### config.mk
export PLATFORM = sky130hd
export DESIGN_NAME = data_alu
export DESIGN_NICKNAME = d
export VERILOG_FILES = /design/src/alu_pkg.sv /design/src/shift_limit.sv /design/src/data_alu.sv
export SDC_FILE = /design/constraint.sdc
export NUM_CORES = 2
export LEC_CHECK = 0
export ABC_CLOCK_PERIOD_IN_PS = 16700
export BUFFER_PORTS_ARGS = -buffer_cell sky130_fd_sc_hd__buf_2
export CELL_PAD_IN_SITES_DETAIL_PLACEMENT = 1
export CELL_PAD_IN_SITES_GLOBAL_PLACEMENT = 1
export CORE_MARGIN = 5
export CORE_UTILIZATION = 24
export DETAILED_ROUTE_END_ITERATION = 8
export GPL_TIMING_DRIVEN = 0
export MAX_ROUTING_LAYER = met4
export PLACE_DENSITY_LB_ADDON = 0.1
export SKIP_CTS_REPAIR_TIMING = 1
export SLEW_MARGIN = 20
export SYNTH_ARGS = -nofsm -noshare
export SYNTH_HDL_FRONTEND = slang
export SYNTH_SLANG_ARGS = --single-unit
export TNS_END_PERCENT = 100
### constraint.sdc
create_clock -name clock_i -period 16.7 [get_ports clock_i]
set_clock_uncertainty 0.15 [all_clocks]
set_input_delay 0 -clock clock_i [delete_from_list [all_inputs] [get_ports clock_i]]
set_output_delay 0 -clock clock_i [all_outputs]
set_load 0.02 [all_outputs]
### src/alu_pkg.sv
// constants and types for the fractional data alu
package alu_pkg;

  localparam int unsigned WORD_W  = 24;
  localparam int unsigned LONG_W  = 48;
  localparam int unsigned EXT_W   = 8;
  localparam int unsigned ACC_W   = 56;

  localparam logic [WORD_W-1:0] WORD_MAX_POS = 24'h7FFFFF;
  localparam logic [WORD_W-1:0] WORD_MAX_NEG = 24'h800000;
  localparam logic [WORD_W-1:0] WORD_ONES    = 24'hFFFFFF;
  localparam logic [WORD_W-1:0] WORD_ZERO    = 24'h000000;
  localparam logic [ACC_W-1:0]  ACC_RESET    = 56'h00000000000000;
  localparam logic [WORD_W-1:0] REG_RESET    = 24'h000000;
  localparam logic              FLAG_RESET   = 1'b0;

  // scaling mode field of the status register
  typedef enum logic [1:0]
  {
    SCALE_NONE  = 2'h0,
    SCALE_DOWN  = 2'h1,
    SCALE_UP    = 2'h2
  } scale_mode_t;

  // one-hot operation codes
  typedef enum logic [11:0]
  {
    OP_NOP  = 12'h001,
    OP_MPY  = 12'h002,
    OP_MAC  = 12'h004,
    OP_ADD  = 12'h008,
    OP_SUB  = 12'h010,
    OP_DIV  = 12'h020,
    OP_NORM = 12'h040,
    OP_ASL  = 12'h080,
    OP_ASR  = 12'h100,
    OP_AND  = 12'h200,
    OP_OR   = 12'h400,
    OP_EOR  = 12'h800
  } alu_op_t;

  // input register selects: x0 x1 y0 y1
  localparam logic [1:0] SEL_X0 = 2'h0;
  localparam logic [1:0] SEL_X1 = 2'h1;
  localparam logic [1:0] SEL_Y0 = 2'h2;
  localparam logic [1:0] SEL_Y1 = 2'h3;

endpackage

### src/shift_limit.sv
// one output shifter and limiter for a data bus path
`timescale 1ns/1ps
`default_nettype none
module shift_limit
  import alu_pkg::*;
(
  input  wire logic [ACC_W-1:0]  acc_i,     // accumulator source
  input  wire scale_mode_t       mode_i,    // scaling mode bits
  output logic [ACC_W-1:0]       scaled_o,  // value after shifter
  output logic                   ovf_o,     // extension in use
  output logic                   neg_o      // sign of scaled value
);

  logic [ACC_W-1:0] up_val;
  logic [ACC_W-1:0] down_val;
  logic [EXT_W:0]   top_bits;

  assign up_val   = {acc_i[ACC_W-2:0], 1'b0};
  assign down_val = {acc_i[ACC_W-1], acc_i[ACC_W-1:1]};

  assign scaled_o = (mode_i == SCALE_UP)   ? up_val :
                    (mode_i == SCALE_DOWN) ? down_val : acc_i;

  assign top_bits = scaled_o[ACC_W-1:LONG_W-1];
  assign ovf_o    = ~((&top_bits) | ~(|top_bits));
  assign neg_o    = scaled_o[ACC_W-1];

endmodule
`default_nettype wire

### src/data_alu.sv
// fractional data alu with two output shifter limiters
//
// What this block does
// - four 24-bit inputs, two 48-bit accumulators with 8-bit extensions.
// - all arithmetic is signed fractional two's complement.
// - multiply-accumulate finishes in one cycle, no pipeline.
// - every listed operation finishes within one cycle.
// - sources are 24, 48 or 56 bits from own registers only.
// - every operation result lands in one of the two accumulators; a bus write to that accumulator in the same cycle wins.
// - accumulators read, and all registers written, over both buses as 24 or 48 bits.
// - both buses join into one 48-bit bus for long words.
// - two independent shifter limiters, one per bus.
// - shifter scales left, right or none per scaling mode bits.
// - each shifter gives a 24-bit result and overflow indication.
// - saturation is judged after the scaling shift.
// - values that fit pass through the limiter unchanged.
// - positive overflow gives 7FFFFF, or 7FFFFF FFFFFF for long reads.
// - negative overflow gives 800000, or 800000 000000 for long reads.
// - long reads limit all 48 bits by the x path limiter alone.
// - limiting changes only the bus value, never the accumulator.
// - limiting sets a sticky limit flag until cleared.
`timescale 1ns/1ps
`default_nettype none
module data_alu
  import alu_pkg::*;
(
  input  wire logic               clock_i,        // core clock
  input  wire logic               rst_b_i,        // sync reset, active low
  input  wire alu_op_t            op_i,           // operation this cycle
  input  wire logic               dst_b_i,        // destination acc b
  input  wire logic               src_acc_b_i,    // acc b, else acc a, as 56-bit source
  input  wire logic               src_is_acc_i,   // add/sub take 56-bit acc source
  input  wire logic               src_long_i,     // add/sub take 48-bit x or y pair
  input  wire logic [1:0]         src1_sel_i,     // multiplier first operand
  input  wire logic [1:0]         src2_sel_i,     // multiplier second operand
  input  wire logic               negate_i,       // negative accumulation
  input  wire logic               round_i,        // convergent rounding
  input  wire scale_mode_t        scale_mode_i,   // scaling mode bits
  input  wire logic               x_wr_i,         // write from x bus
  input  wire logic [2:0]         x_wr_dst_i,     // 0-3 input regs, 4 a, 5 b
  input  wire logic [WORD_W-1:0]  x_side_data_bus_i, // x bus write data
  input  wire logic               y_wr_i,         // write from y bus
  input  wire logic [2:0]         y_wr_dst_i,     // 0-3 input regs, 4 a, 5 b
  input  wire logic [WORD_W-1:0]  y_side_data_bus_i, // y bus write data
  input  wire logic               long_wr_i,      // long write over both buses
  input  wire logic [1:0]         long_wr_dst_i,  // 0 x pair, 1 y pair, 2 a, 3 b
  input  wire logic               x_rd_b_i,       // x bus reads acc b
  input  wire logic               y_rd_b_i,       // y bus reads acc b
  input  wire logic               long_rd_i,      // long read across both buses
  input  wire logic               limit_clr_i,    // clear the limit flag
  output logic [WORD_W-1:0]       x_side_data_bus_o, // x bus read data
  output logic [WORD_W-1:0]       y_side_data_bus_o, // y bus read data
  output logic                    x_ovf_o,        // x shifter overflow
  output logic                    y_ovf_o,        // y shifter overflow
  output logic                    limit_flag_o,   // sticky limit flag
  output logic [ACC_W-1:0]        acc_a_o,        // accumulator a
  output logic [ACC_W-1:0]        acc_b_o         // accumulator b
);

  // ------------------------------------------------------------
  // helpers
  // ------------------------------------------------------------
  function automatic logic [WORD_W-1:0] pick_in(input logic [1:0] sel,
                                                 input logic [WORD_W-1:0] a0,
                                                 input logic [WORD_W-1:0] a1,
                                                 input logic [WORD_W-1:0] b0,
                                                 input logic [WORD_W-1:0] b1);
    case (sel)
      SEL_X0:  pick_in = a0;
      SEL_X1:  pick_in = a1;
      SEL_Y0:  pick_in = b0;
      default: pick_in = b1;
    endcase
  endfunction

  function automatic logic [ACC_W-1:0] word_to_acc(input logic [WORD_W-1:0] w);
    word_to_acc = {{EXT_W{w[WORD_W-1]}}, w, WORD_ZERO};
  endfunction

  // ------------------------------------------------------------
  // registers
  // ------------------------------------------------------------
  // input and accumulator storage
  logic [WORD_W-1:0] in_q [4];
  logic [WORD_W-1:0] in_d [4];
  logic [ACC_W-1:0]  acc_a_q;
  logic [ACC_W-1:0]  acc_a_d;
  logic [ACC_W-1:0]  acc_b_q;
  logic [ACC_W-1:0]  acc_b_d;
  logic              limit_q;
  logic              limit_d;
  logic [WORD_W-1:0] x_out_q;
  logic [WORD_W-1:0] y_out_q;
  logic              x_ovf_q;
  logic              y_ovf_q;

  // ------------------------------------------------------------
  // multiply-accumulate
  // ------------------------------------------------------------
  logic [WORD_W-1:0] mul_a;
  logic [WORD_W-1:0] mul_b;
  logic [LONG_W-1:0] raw_prod;
  logic [ACC_W-1:0]  prod;
  logic [ACC_W-1:0]  dst_acc;
  logic [ACC_W-1:0]  oth_acc;
  logic [ACC_W-1:0]  mac_sum;
  logic [ACC_W-1:0]  pre_rnd;
  logic [ACC_W-1:0]  rnd_add;
  logic [ACC_W-1:0]  rnd_val;
  logic              rnd_tie;

  assign mul_a   = pick_in(src1_sel_i, in_q[0], in_q[1], in_q[2], in_q[3]);
  assign mul_b   = pick_in(src2_sel_i, in_q[0], in_q[1], in_q[2], in_q[3]);
  assign dst_acc = dst_b_i ? acc_b_q : acc_a_q;
  assign oth_acc = src_acc_b_i ? acc_b_q : acc_a_q;

  // signed fractional product, shifted left once to drop double sign
  assign raw_prod = LONG_W'($signed(mul_a) * $signed(mul_b));
  assign prod     = {{(EXT_W-1){raw_prod[LONG_W-1]}}, raw_prod, 1'b0};

  assign mac_sum = (op_i == OP_MAC) ? (negate_i ? dst_acc - prod : dst_acc + prod)
                                    : (negate_i ? ACC_W'(0) - prod : prod);
  assign pre_rnd = mac_sum;

  // round half to even at bit 24
  assign rnd_add = pre_rnd + {32'h0, 1'b1, 23'h0};
  assign rnd_tie = (pre_rnd[WORD_W-1:0] == WORD_MAX_NEG);
  assign rnd_val = {rnd_add[ACC_W-1:WORD_W+1],
                    rnd_add[WORD_W] & ~rnd_tie, WORD_ZERO};

  // ------------------------------------------------------------
  // arithmetic and logic
  // ------------------------------------------------------------
  logic [ACC_W-1:0]  add_src;
  logic [ACC_W-1:0]  div_src;
  logic [ACC_W-1:0]  div_shl;
  logic [ACC_W-1:0]  div_res;
  logic [ACC_W-1:0]  norm_res;
  logic [WORD_W-1:0] log_res;
  logic              norm_keep;
  logic [ACC_W-1:0]  op_res;

  // operand from own registers at 24, 48 or 56 bits
  assign add_src = src_is_acc_i ? oth_acc :
                   src_long_i   ? {{EXT_W{in_q[{src1_sel_i[1], 1'b1}][WORD_W-1]}},
                                   in_q[{src1_sel_i[1], 1'b1}],
                                   in_q[{src1_sel_i[1], 1'b0}]} :
                   word_to_acc(mul_a);

  // one nonrestoring divide step on the destination
  assign div_src = word_to_acc(mul_a);
  assign div_shl = {dst_acc[ACC_W-2:0], 1'b0};
  assign div_res = (dst_acc[ACC_W-1] ^ mul_a[WORD_W-1]) ? div_shl + div_src
                                                        : div_shl - div_src;

  // one normalisation step: shift left while bits 47 and 46 match
  assign norm_keep = (dst_acc[LONG_W-1] != dst_acc[LONG_W-2]);
  assign norm_res  = norm_keep ? dst_acc : {dst_acc[ACC_W-2:0], 1'b0};

  assign log_res = (op_i == OP_AND) ? dst_acc[LONG_W-1:WORD_W] & mul_a :
                   (op_i == OP_OR)  ? dst_acc[LONG_W-1:WORD_W] | mul_a :
                                      dst_acc[LONG_W-1:WORD_W] ^ mul_a;

  // all results formed within the cycle
  always_comb
  begin
    case (op_i)
      OP_MPY,
      OP_MAC:  op_res = round_i ? rnd_val : pre_rnd;
      OP_ADD:  op_res = dst_acc + add_src;
      OP_SUB:  op_res = dst_acc - add_src;
      OP_DIV:  op_res = {div_res[ACC_W-1:1], ~(dst_acc[ACC_W-1] ^ mul_a[WORD_W-1])};
      OP_NORM: op_res = norm_res;
      OP_ASL:  op_res = {dst_acc[ACC_W-2:0], 1'b0};
      OP_ASR:  op_res = {dst_acc[ACC_W-1], dst_acc[ACC_W-1:1]};
      OP_AND,
      OP_OR,
      OP_EOR:  op_res = {dst_acc[ACC_W-1:LONG_W], log_res, dst_acc[WORD_W-1:0]};
      default: op_res = dst_acc;
    endcase
  end

  logic op_active;
  assign op_active = (op_i != OP_NOP);

  // ------------------------------------------------------------
  // bus writes and accumulator update
  // ------------------------------------------------------------
  logic [LONG_W-1:0] long_bus;
  // joined 48-bit bus, x high half
  assign long_bus = {x_side_data_bus_i, y_side_data_bus_i};

  always_comb
  begin
    in_d[0] = in_q[0];
    in_d[1] = in_q[1];
    in_d[2] = in_q[2];
    in_d[3] = in_q[3];
    acc_a_d = acc_a_q;
    acc_b_d = acc_b_q;
    if (op_active && !dst_b_i)
      acc_a_d = op_res;
    if (op_active && dst_b_i)
      acc_b_d = op_res;
    if (x_wr_i && x_wr_dst_i < 3'h4)
      in_d[x_wr_dst_i[1:0]] = x_side_data_bus_i;
    if (x_wr_i && x_wr_dst_i == 3'h4)
      acc_a_d = word_to_acc(x_side_data_bus_i);
    if (x_wr_i && x_wr_dst_i == 3'h5)
      acc_b_d = word_to_acc(x_side_data_bus_i);
    if (y_wr_i && y_wr_dst_i < 3'h4)
      in_d[y_wr_dst_i[1:0]] = y_side_data_bus_i;
    if (y_wr_i && y_wr_dst_i == 3'h4)
      acc_a_d = word_to_acc(y_side_data_bus_i);
    if (y_wr_i && y_wr_dst_i == 3'h5)
      acc_b_d = word_to_acc(y_side_data_bus_i);
    if (long_wr_i)
    begin
      case (long_wr_dst_i)
        2'h0:
        begin
          in_d[1] = x_side_data_bus_i;
          in_d[0] = y_side_data_bus_i;
        end
        2'h1:
        begin
          in_d[3] = x_side_data_bus_i;
          in_d[2] = y_side_data_bus_i;
        end
        2'h2:    acc_a_d = {{EXT_W{long_bus[LONG_W-1]}}, long_bus};
        default: acc_b_d = {{EXT_W{long_bus[LONG_W-1]}}, long_bus};
      endcase
    end
  end

  // ------------------------------------------------------------
  // output shifter limiters
  // ------------------------------------------------------------
  logic [ACC_W-1:0] x_scaled;
  logic [ACC_W-1:0] y_scaled;
  logic             x_ext;
  logic             y_ext;
  logic             x_neg;
  logic             y_neg;

  shift_limit u_x_path
  (
    .acc_i    (x_rd_b_i ? acc_b_q : acc_a_q),
    .mode_i   (scale_mode_i),
    .scaled_o (x_scaled),
    .ovf_o    (x_ext),
    .neg_o    (x_neg)
  );

  shift_limit u_y_path
  (
    .acc_i    (y_rd_b_i ? acc_b_q : acc_a_q),
    .mode_i   (scale_mode_i),
    .scaled_o (y_scaled),
    .ovf_o    (y_ext),
    .neg_o    (y_neg)
  );

  logic [WORD_W-1:0] x_word;
  logic [WORD_W-1:0] y_word;
  logic [LONG_W-1:0] long_word;
  logic [WORD_W-1:0] x_bus_d;
  logic [WORD_W-1:0] y_bus_d;
  logic              x_lim;
  logic              y_lim;

  assign x_word = !x_ext ? x_scaled[LONG_W-1:WORD_W] :
                  x_neg  ? WORD_MAX_NEG : WORD_MAX_POS;
  assign y_word = !y_ext ? y_scaled[LONG_W-1:WORD_W] :
                  y_neg  ? WORD_MAX_NEG : WORD_MAX_POS;

  // x path drives the joint 48-bit limit decision
  assign long_word = !x_ext ? x_scaled[LONG_W-1:0] :
                     x_neg  ? {WORD_MAX_NEG, WORD_ZERO} : {WORD_MAX_POS, WORD_ONES};

  assign x_bus_d = long_rd_i ? long_word[LONG_W-1:WORD_W] : x_word;
  assign y_bus_d = long_rd_i ? long_word[WORD_W-1:0]      : y_word;
  // no read strobe: each path limits and flags whatever it selects, except the y path during long reads,
  // so software must pick a fitting source when no read is wanted
  assign x_lim   = x_ext;
  assign y_lim   = y_ext & ~long_rd_i;

  // sticky flag, a new limit beats a clear
  assign limit_d = (x_lim | y_lim) ? 1'b1 : (limit_clr_i ? 1'b0 : limit_q);

  // ------------------------------------------------------------
  // state
  // ------------------------------------------------------------
  always_ff @(posedge clock_i)
  begin
    if (!rst_b_i)
    begin
      in_q[0] <= REG_RESET;
      in_q[1] <= REG_RESET;
      in_q[2] <= REG_RESET;
      in_q[3] <= REG_RESET;
      acc_a_q <= ACC_RESET;
      acc_b_q <= ACC_RESET;
      limit_q <= FLAG_RESET;
      x_out_q <= REG_RESET;
      y_out_q <= REG_RESET;
      x_ovf_q <= FLAG_RESET;
      y_ovf_q <= FLAG_RESET;
    end
    else
    begin
      in_q    <= in_d;
      // accumulators never take the limited value
      acc_a_q <= acc_a_d;
      acc_b_q <= acc_b_d;
      limit_q <= limit_d;
      x_out_q <= x_bus_d;
      y_out_q <= y_bus_d;
      x_ovf_q <= x_lim;
      y_ovf_q <= y_lim;
    end
  end

  assign x_side_data_bus_o = x_out_q;
  assign y_side_data_bus_o = y_out_q;
  assign x_ovf_o           = x_ovf_q;
  assign y_ovf_o           = y_ovf_q;
  assign limit_flag_o      = limit_q;
  assign acc_a_o           = acc_a_q;
  assign acc_b_o           = acc_b_q;

endmodule
`default_nettype wire

==> run summary <==
Yosys
- async set-reset flop share out of synthesis: 0%
- top cells by area, synth: sky130_fd_sc_hd__fa_1, sky130_fd_sc_hd__dfxtp_1, sky130_fd_sc_hd__ha_1
- Synth top area share: 21.8%
- number of warnings printed during yosys synthesis: 0
- cell area after technology mapping: 55900 um^2
- Synth Net Count: 8068
- post-synthesis share of cell area spent on xor and xnor gates: 5.09%
- main combinational cell family by area after synthesis: adder cells
- library cell with the highest instance count after synthesis: sky130_fd_sc_hd__nand2_1
- synthesized instance count: 7042
- share of synthesized cell area in and, or, nand and nor gates: 17.1%
- fraction of the mapped netlist area in compound gates: 20.7%
- mean cell area of the mapped netlist: 7.94 um^2
- fraction of synthesized area in multiplexers: 10.4%
- top cell types by occurrence after synthesis: sky130_fd_sc_hd__nand2_1, sky130_fd_sc_hd__inv_1, sky130_fd_sc_hd__fa_1, sky130_fd_sc_hd__nor2_1, sky130_fd_sc_hd__a21oi_1
- Post-Synth Adder-Cell Area: 29.2%
- Post-synth EDFFs: 0
- distinct cell type count after synthesis: 112
- post-synthesis sequential area ratio: 9.28%
- most area-hungry cell type in the Yosys netlist: sky130_fd_sc_hd__fa_1
- post-synthesis register bit count: 259
- most frequently used flop master after synthesis: sky130_fd_sc_hd__dfxtp_1

Routing
- DRT antenna net count: 0
- Wirelength per Cell: 33.7 um
- number of violations reported at the end of detailed-routing iteration 0: 4433
- length of the first detailed-routing pass in iterations: 9
- DR vias: 57200
- Routed WL: 352000 um
- vias per std cell: 5.47
- DRC violations left: 0

GRT
- largest net degree at the start of global routing: 15
- global-route wire length before repair: 484000 um
- total congestion overflow: 0
- global-route usage over all layers: 28.8%
- number of global-route vias before repair: 59100
- number of antenna violations at the first check in global routing: 38

Critical path
- peak fanout along the critical path: 10
- Most Frequent Cell on Critical Path: sky130_fd_sc_hd__fa_1
- Slowest-stage cell, CP: sky130_fd_sc_hd__clkbuf_1
- CP peak stage delay: 0.83 ns
- kind of capture point of the worst setup path: flop
- CP startpoint kind: input pin
- required arrival time at the worst endpoint: 17.06 ns
- worst path arrival time: 16.47 ns
- WS Path Type: in -> reg

Timing
- tightest hold margin: 0.0239 ns
- final worst slack: 0.595 ns
- Max-slew headroom: 10.2%
- final critical delay including setup and external delays: 16.11 ns
- maximum frequency from static timing analysis: 62.1 MHz
- Max Transition Viols Final: 0
- number of failing setup endpoints in the final timing report: 0
- Final period util: 96.4%
- actual transition at the worst max-transition pin: 1.31 ns
- setup repair after global routing missed its margin: no
- Hold Vio Cnt, Final: 0

Hold path
- Hold Path Class: in -> reg

Placed design
- weighted congestion reported at the end of routability-driven placement: 1.01
- total cell area at the placement stage: 61300 um^2
- count of input and output buffers: 210
- Worst Setup Slack post-DPL: -2.13 ns
- Post-DP HPWL: 296000 um

Flow run
- Max-Cap Viols: 0

Die
- Horiz. Die Dim: 493 um
- Row Count: 177
- starting density of the core: 24.1%
- die outline area: 243000 um^2
- vertical die dimension: 493 um
- core outline area: 232000 um^2
- top-level I/O count: 252

Clock network
- register clock-pin slew on the reported worst setup and hold paths: 0.08 ns
- TritonCTS clock tree: done
- total clock buffers created by CTS: 25
- CTS Sinks: 259
- CTS Buffer Depth: 3
- Worst-Skew Late Latency: 0.60 ns
- Root Buffer: sky130_fd_sc_hd__clkbuf_16
- CTS H-Tree Depth: 1

Run status
- status: complete, no violations

Final layout
- fraction of final layout cells with drive strength greater than 1: 9.45%
- post-layout instance area: 62900 um^2
- final core area utilization: 27.1%
- Area Growth Syn to Fin: 12.6%
- NumNets Final: 8398

[cell usage in the layout (no fill, tap or decap), types with 41 or more instances in the layout]
| master | count |
|---|---|
| sky130_fd_sc_hd__a31oi_1 | 83 |
| sky130_fd_sc_hd__ha_1 | 327 |
| sky130_fd_sc_hd__nor2_1 | 593 |
| sky130_fd_sc_hd__xor2_1 | 103 |
| sky130_fd_sc_hd__o211a_1 | 58 |
| sky130_fd_sc_hd__buf_1 | 41 |
| sky130_fd_sc_hd__o21ai_0 | 382 |
| sky130_fd_sc_hd__inv_1 | 705 |
| sky130_fd_sc_hd__clkbuf_2 | 57 |
| sky130_fd_sc_hd__mux4_2 | 63 |
| sky130_fd_sc_hd__fa_1 | 610 |
| sky130_fd_sc_hd__dlygate4sd3_1 | 53 |
| sky130_fd_sc_hd__nand2_1 | 807 |
| sky130_fd_sc_hd__nor2b_1 | 80 |
| sky130_fd_sc_hd__nand3_1 | 88 |
| sky130_fd_sc_hd__a21oi_1 | 447 |
| sky130_fd_sc_hd__o21a_1 | 57 |
| sky130_fd_sc_hd__a211oi_1 | 71 |
| sky130_fd_sc_hd__nor3_1 | 91 |
| sky130_fd_sc_hd__nand4_1 | 51 |
| sky130_fd_sc_hd__buf_2 | 232 |
| sky130_fd_sc_hd__and3_1 | 58 |
| sky130_fd_sc_hd__o22ai_1 | 72 |
| sky130_fd_sc_hd__a21o_1 | 80 |
| sky130_fd_sc_hd__mux2_2 | 109 |
| sky130_fd_sc_hd__xnor2_1 | 212 |
| sky130_fd_sc_hd__and2_1 | 84 |
| sky130_fd_sc_hd__dfxtp_1 | 259 |
| sky130_fd_sc_hd__mux2i_1 | 297 |
| sky130_fd_sc_hd__clkbuf_1 | 316 |
| sky130_fd_sc_hd__a221oi_1 | 59 |
| sky130_fd_sc_hd__o211ai_1 | 68 |
[logic make-up after synthesis]
logic type               Yosys count
AO/OA/AOI/OAI                   1766
XOR/XNOR                         322
adder cells (fa/ha/maj)          938
buffers and inverters           1180
flip-flops                       259
multiplexers                     486
AND/OR/NAND/NOR                 2091
[metrics by stage]
stage / TNS [ns] / cells
6_report: 0 / 10400
5_1_grt: 0 / 10400
3_5_place_dp: -72.07 / 10300
2_1_floorplan: 0 / 7042
4_1_cts: -38.93 / 10400
3_3_place_gp: -135.72 / 10300
[per-layer routing]
| metal | global-route usage, % | vias to the layer above | routed length, um |
|---|---|---|---|
| li1 | - | 25100 | - |
| met4 | 14.4 | 0 | 21900 |
| met5 | - | - | 0 |
| met3 | 2.83 | 404 | 17100 |
| met2 | 45.2 | 1783 | 159000 |
| met1 | 37.1 | 29900 | 154000 |
[worst max-delay path: cells and delay by family]
family / cells / cell delay, ns
fa+ha+maj: 9 / 4.51
compound gates: 11 / 3.63
xor+xnor: 2 / 0.33
simple gates: 13 / 4.22
mux: 1 / 0.52
buf+inv: 11 / 3.17
[path summary, 6_finish.rpt]
path	startpoint	cells after the start	endpoint	slack [ns]
min	y_wr_i	4	in_q[2]	0.02
min reg2reg	in_q[59]	2	in_q[59]	0.43
max	src1_sel_i[1]	47	acc_b_o[50]	0.59
max reg2reg	in_q[80]	45	acc_b_o[50]	0.65
[layout make-up]
type,instances,area [um^2]
clock buffers,37,711
well taps,3043,3810
flip-flops and latches,259,5180
clock inverters,6,67.6
multi-input cells,5603,46400
plain buffers,455,1950
inverters,723,2740
fillers,27900,169000
repair buffers,305,1970
diodes,18,45.0
[state kept, by name, indices dropped and copies added, names as in the netlist]
name,cells
limit_flag_o,1
acc_a_o,56
x_side_data_bus_o,24
y_ovf_o,1
acc_b_o,56
y_side_data_bus_o,24
in_q,96
x_ovf_o,1
Power is not shown: default switching activity piles up to over one toggle a cycle in this logic, so the estimate is an artifact.
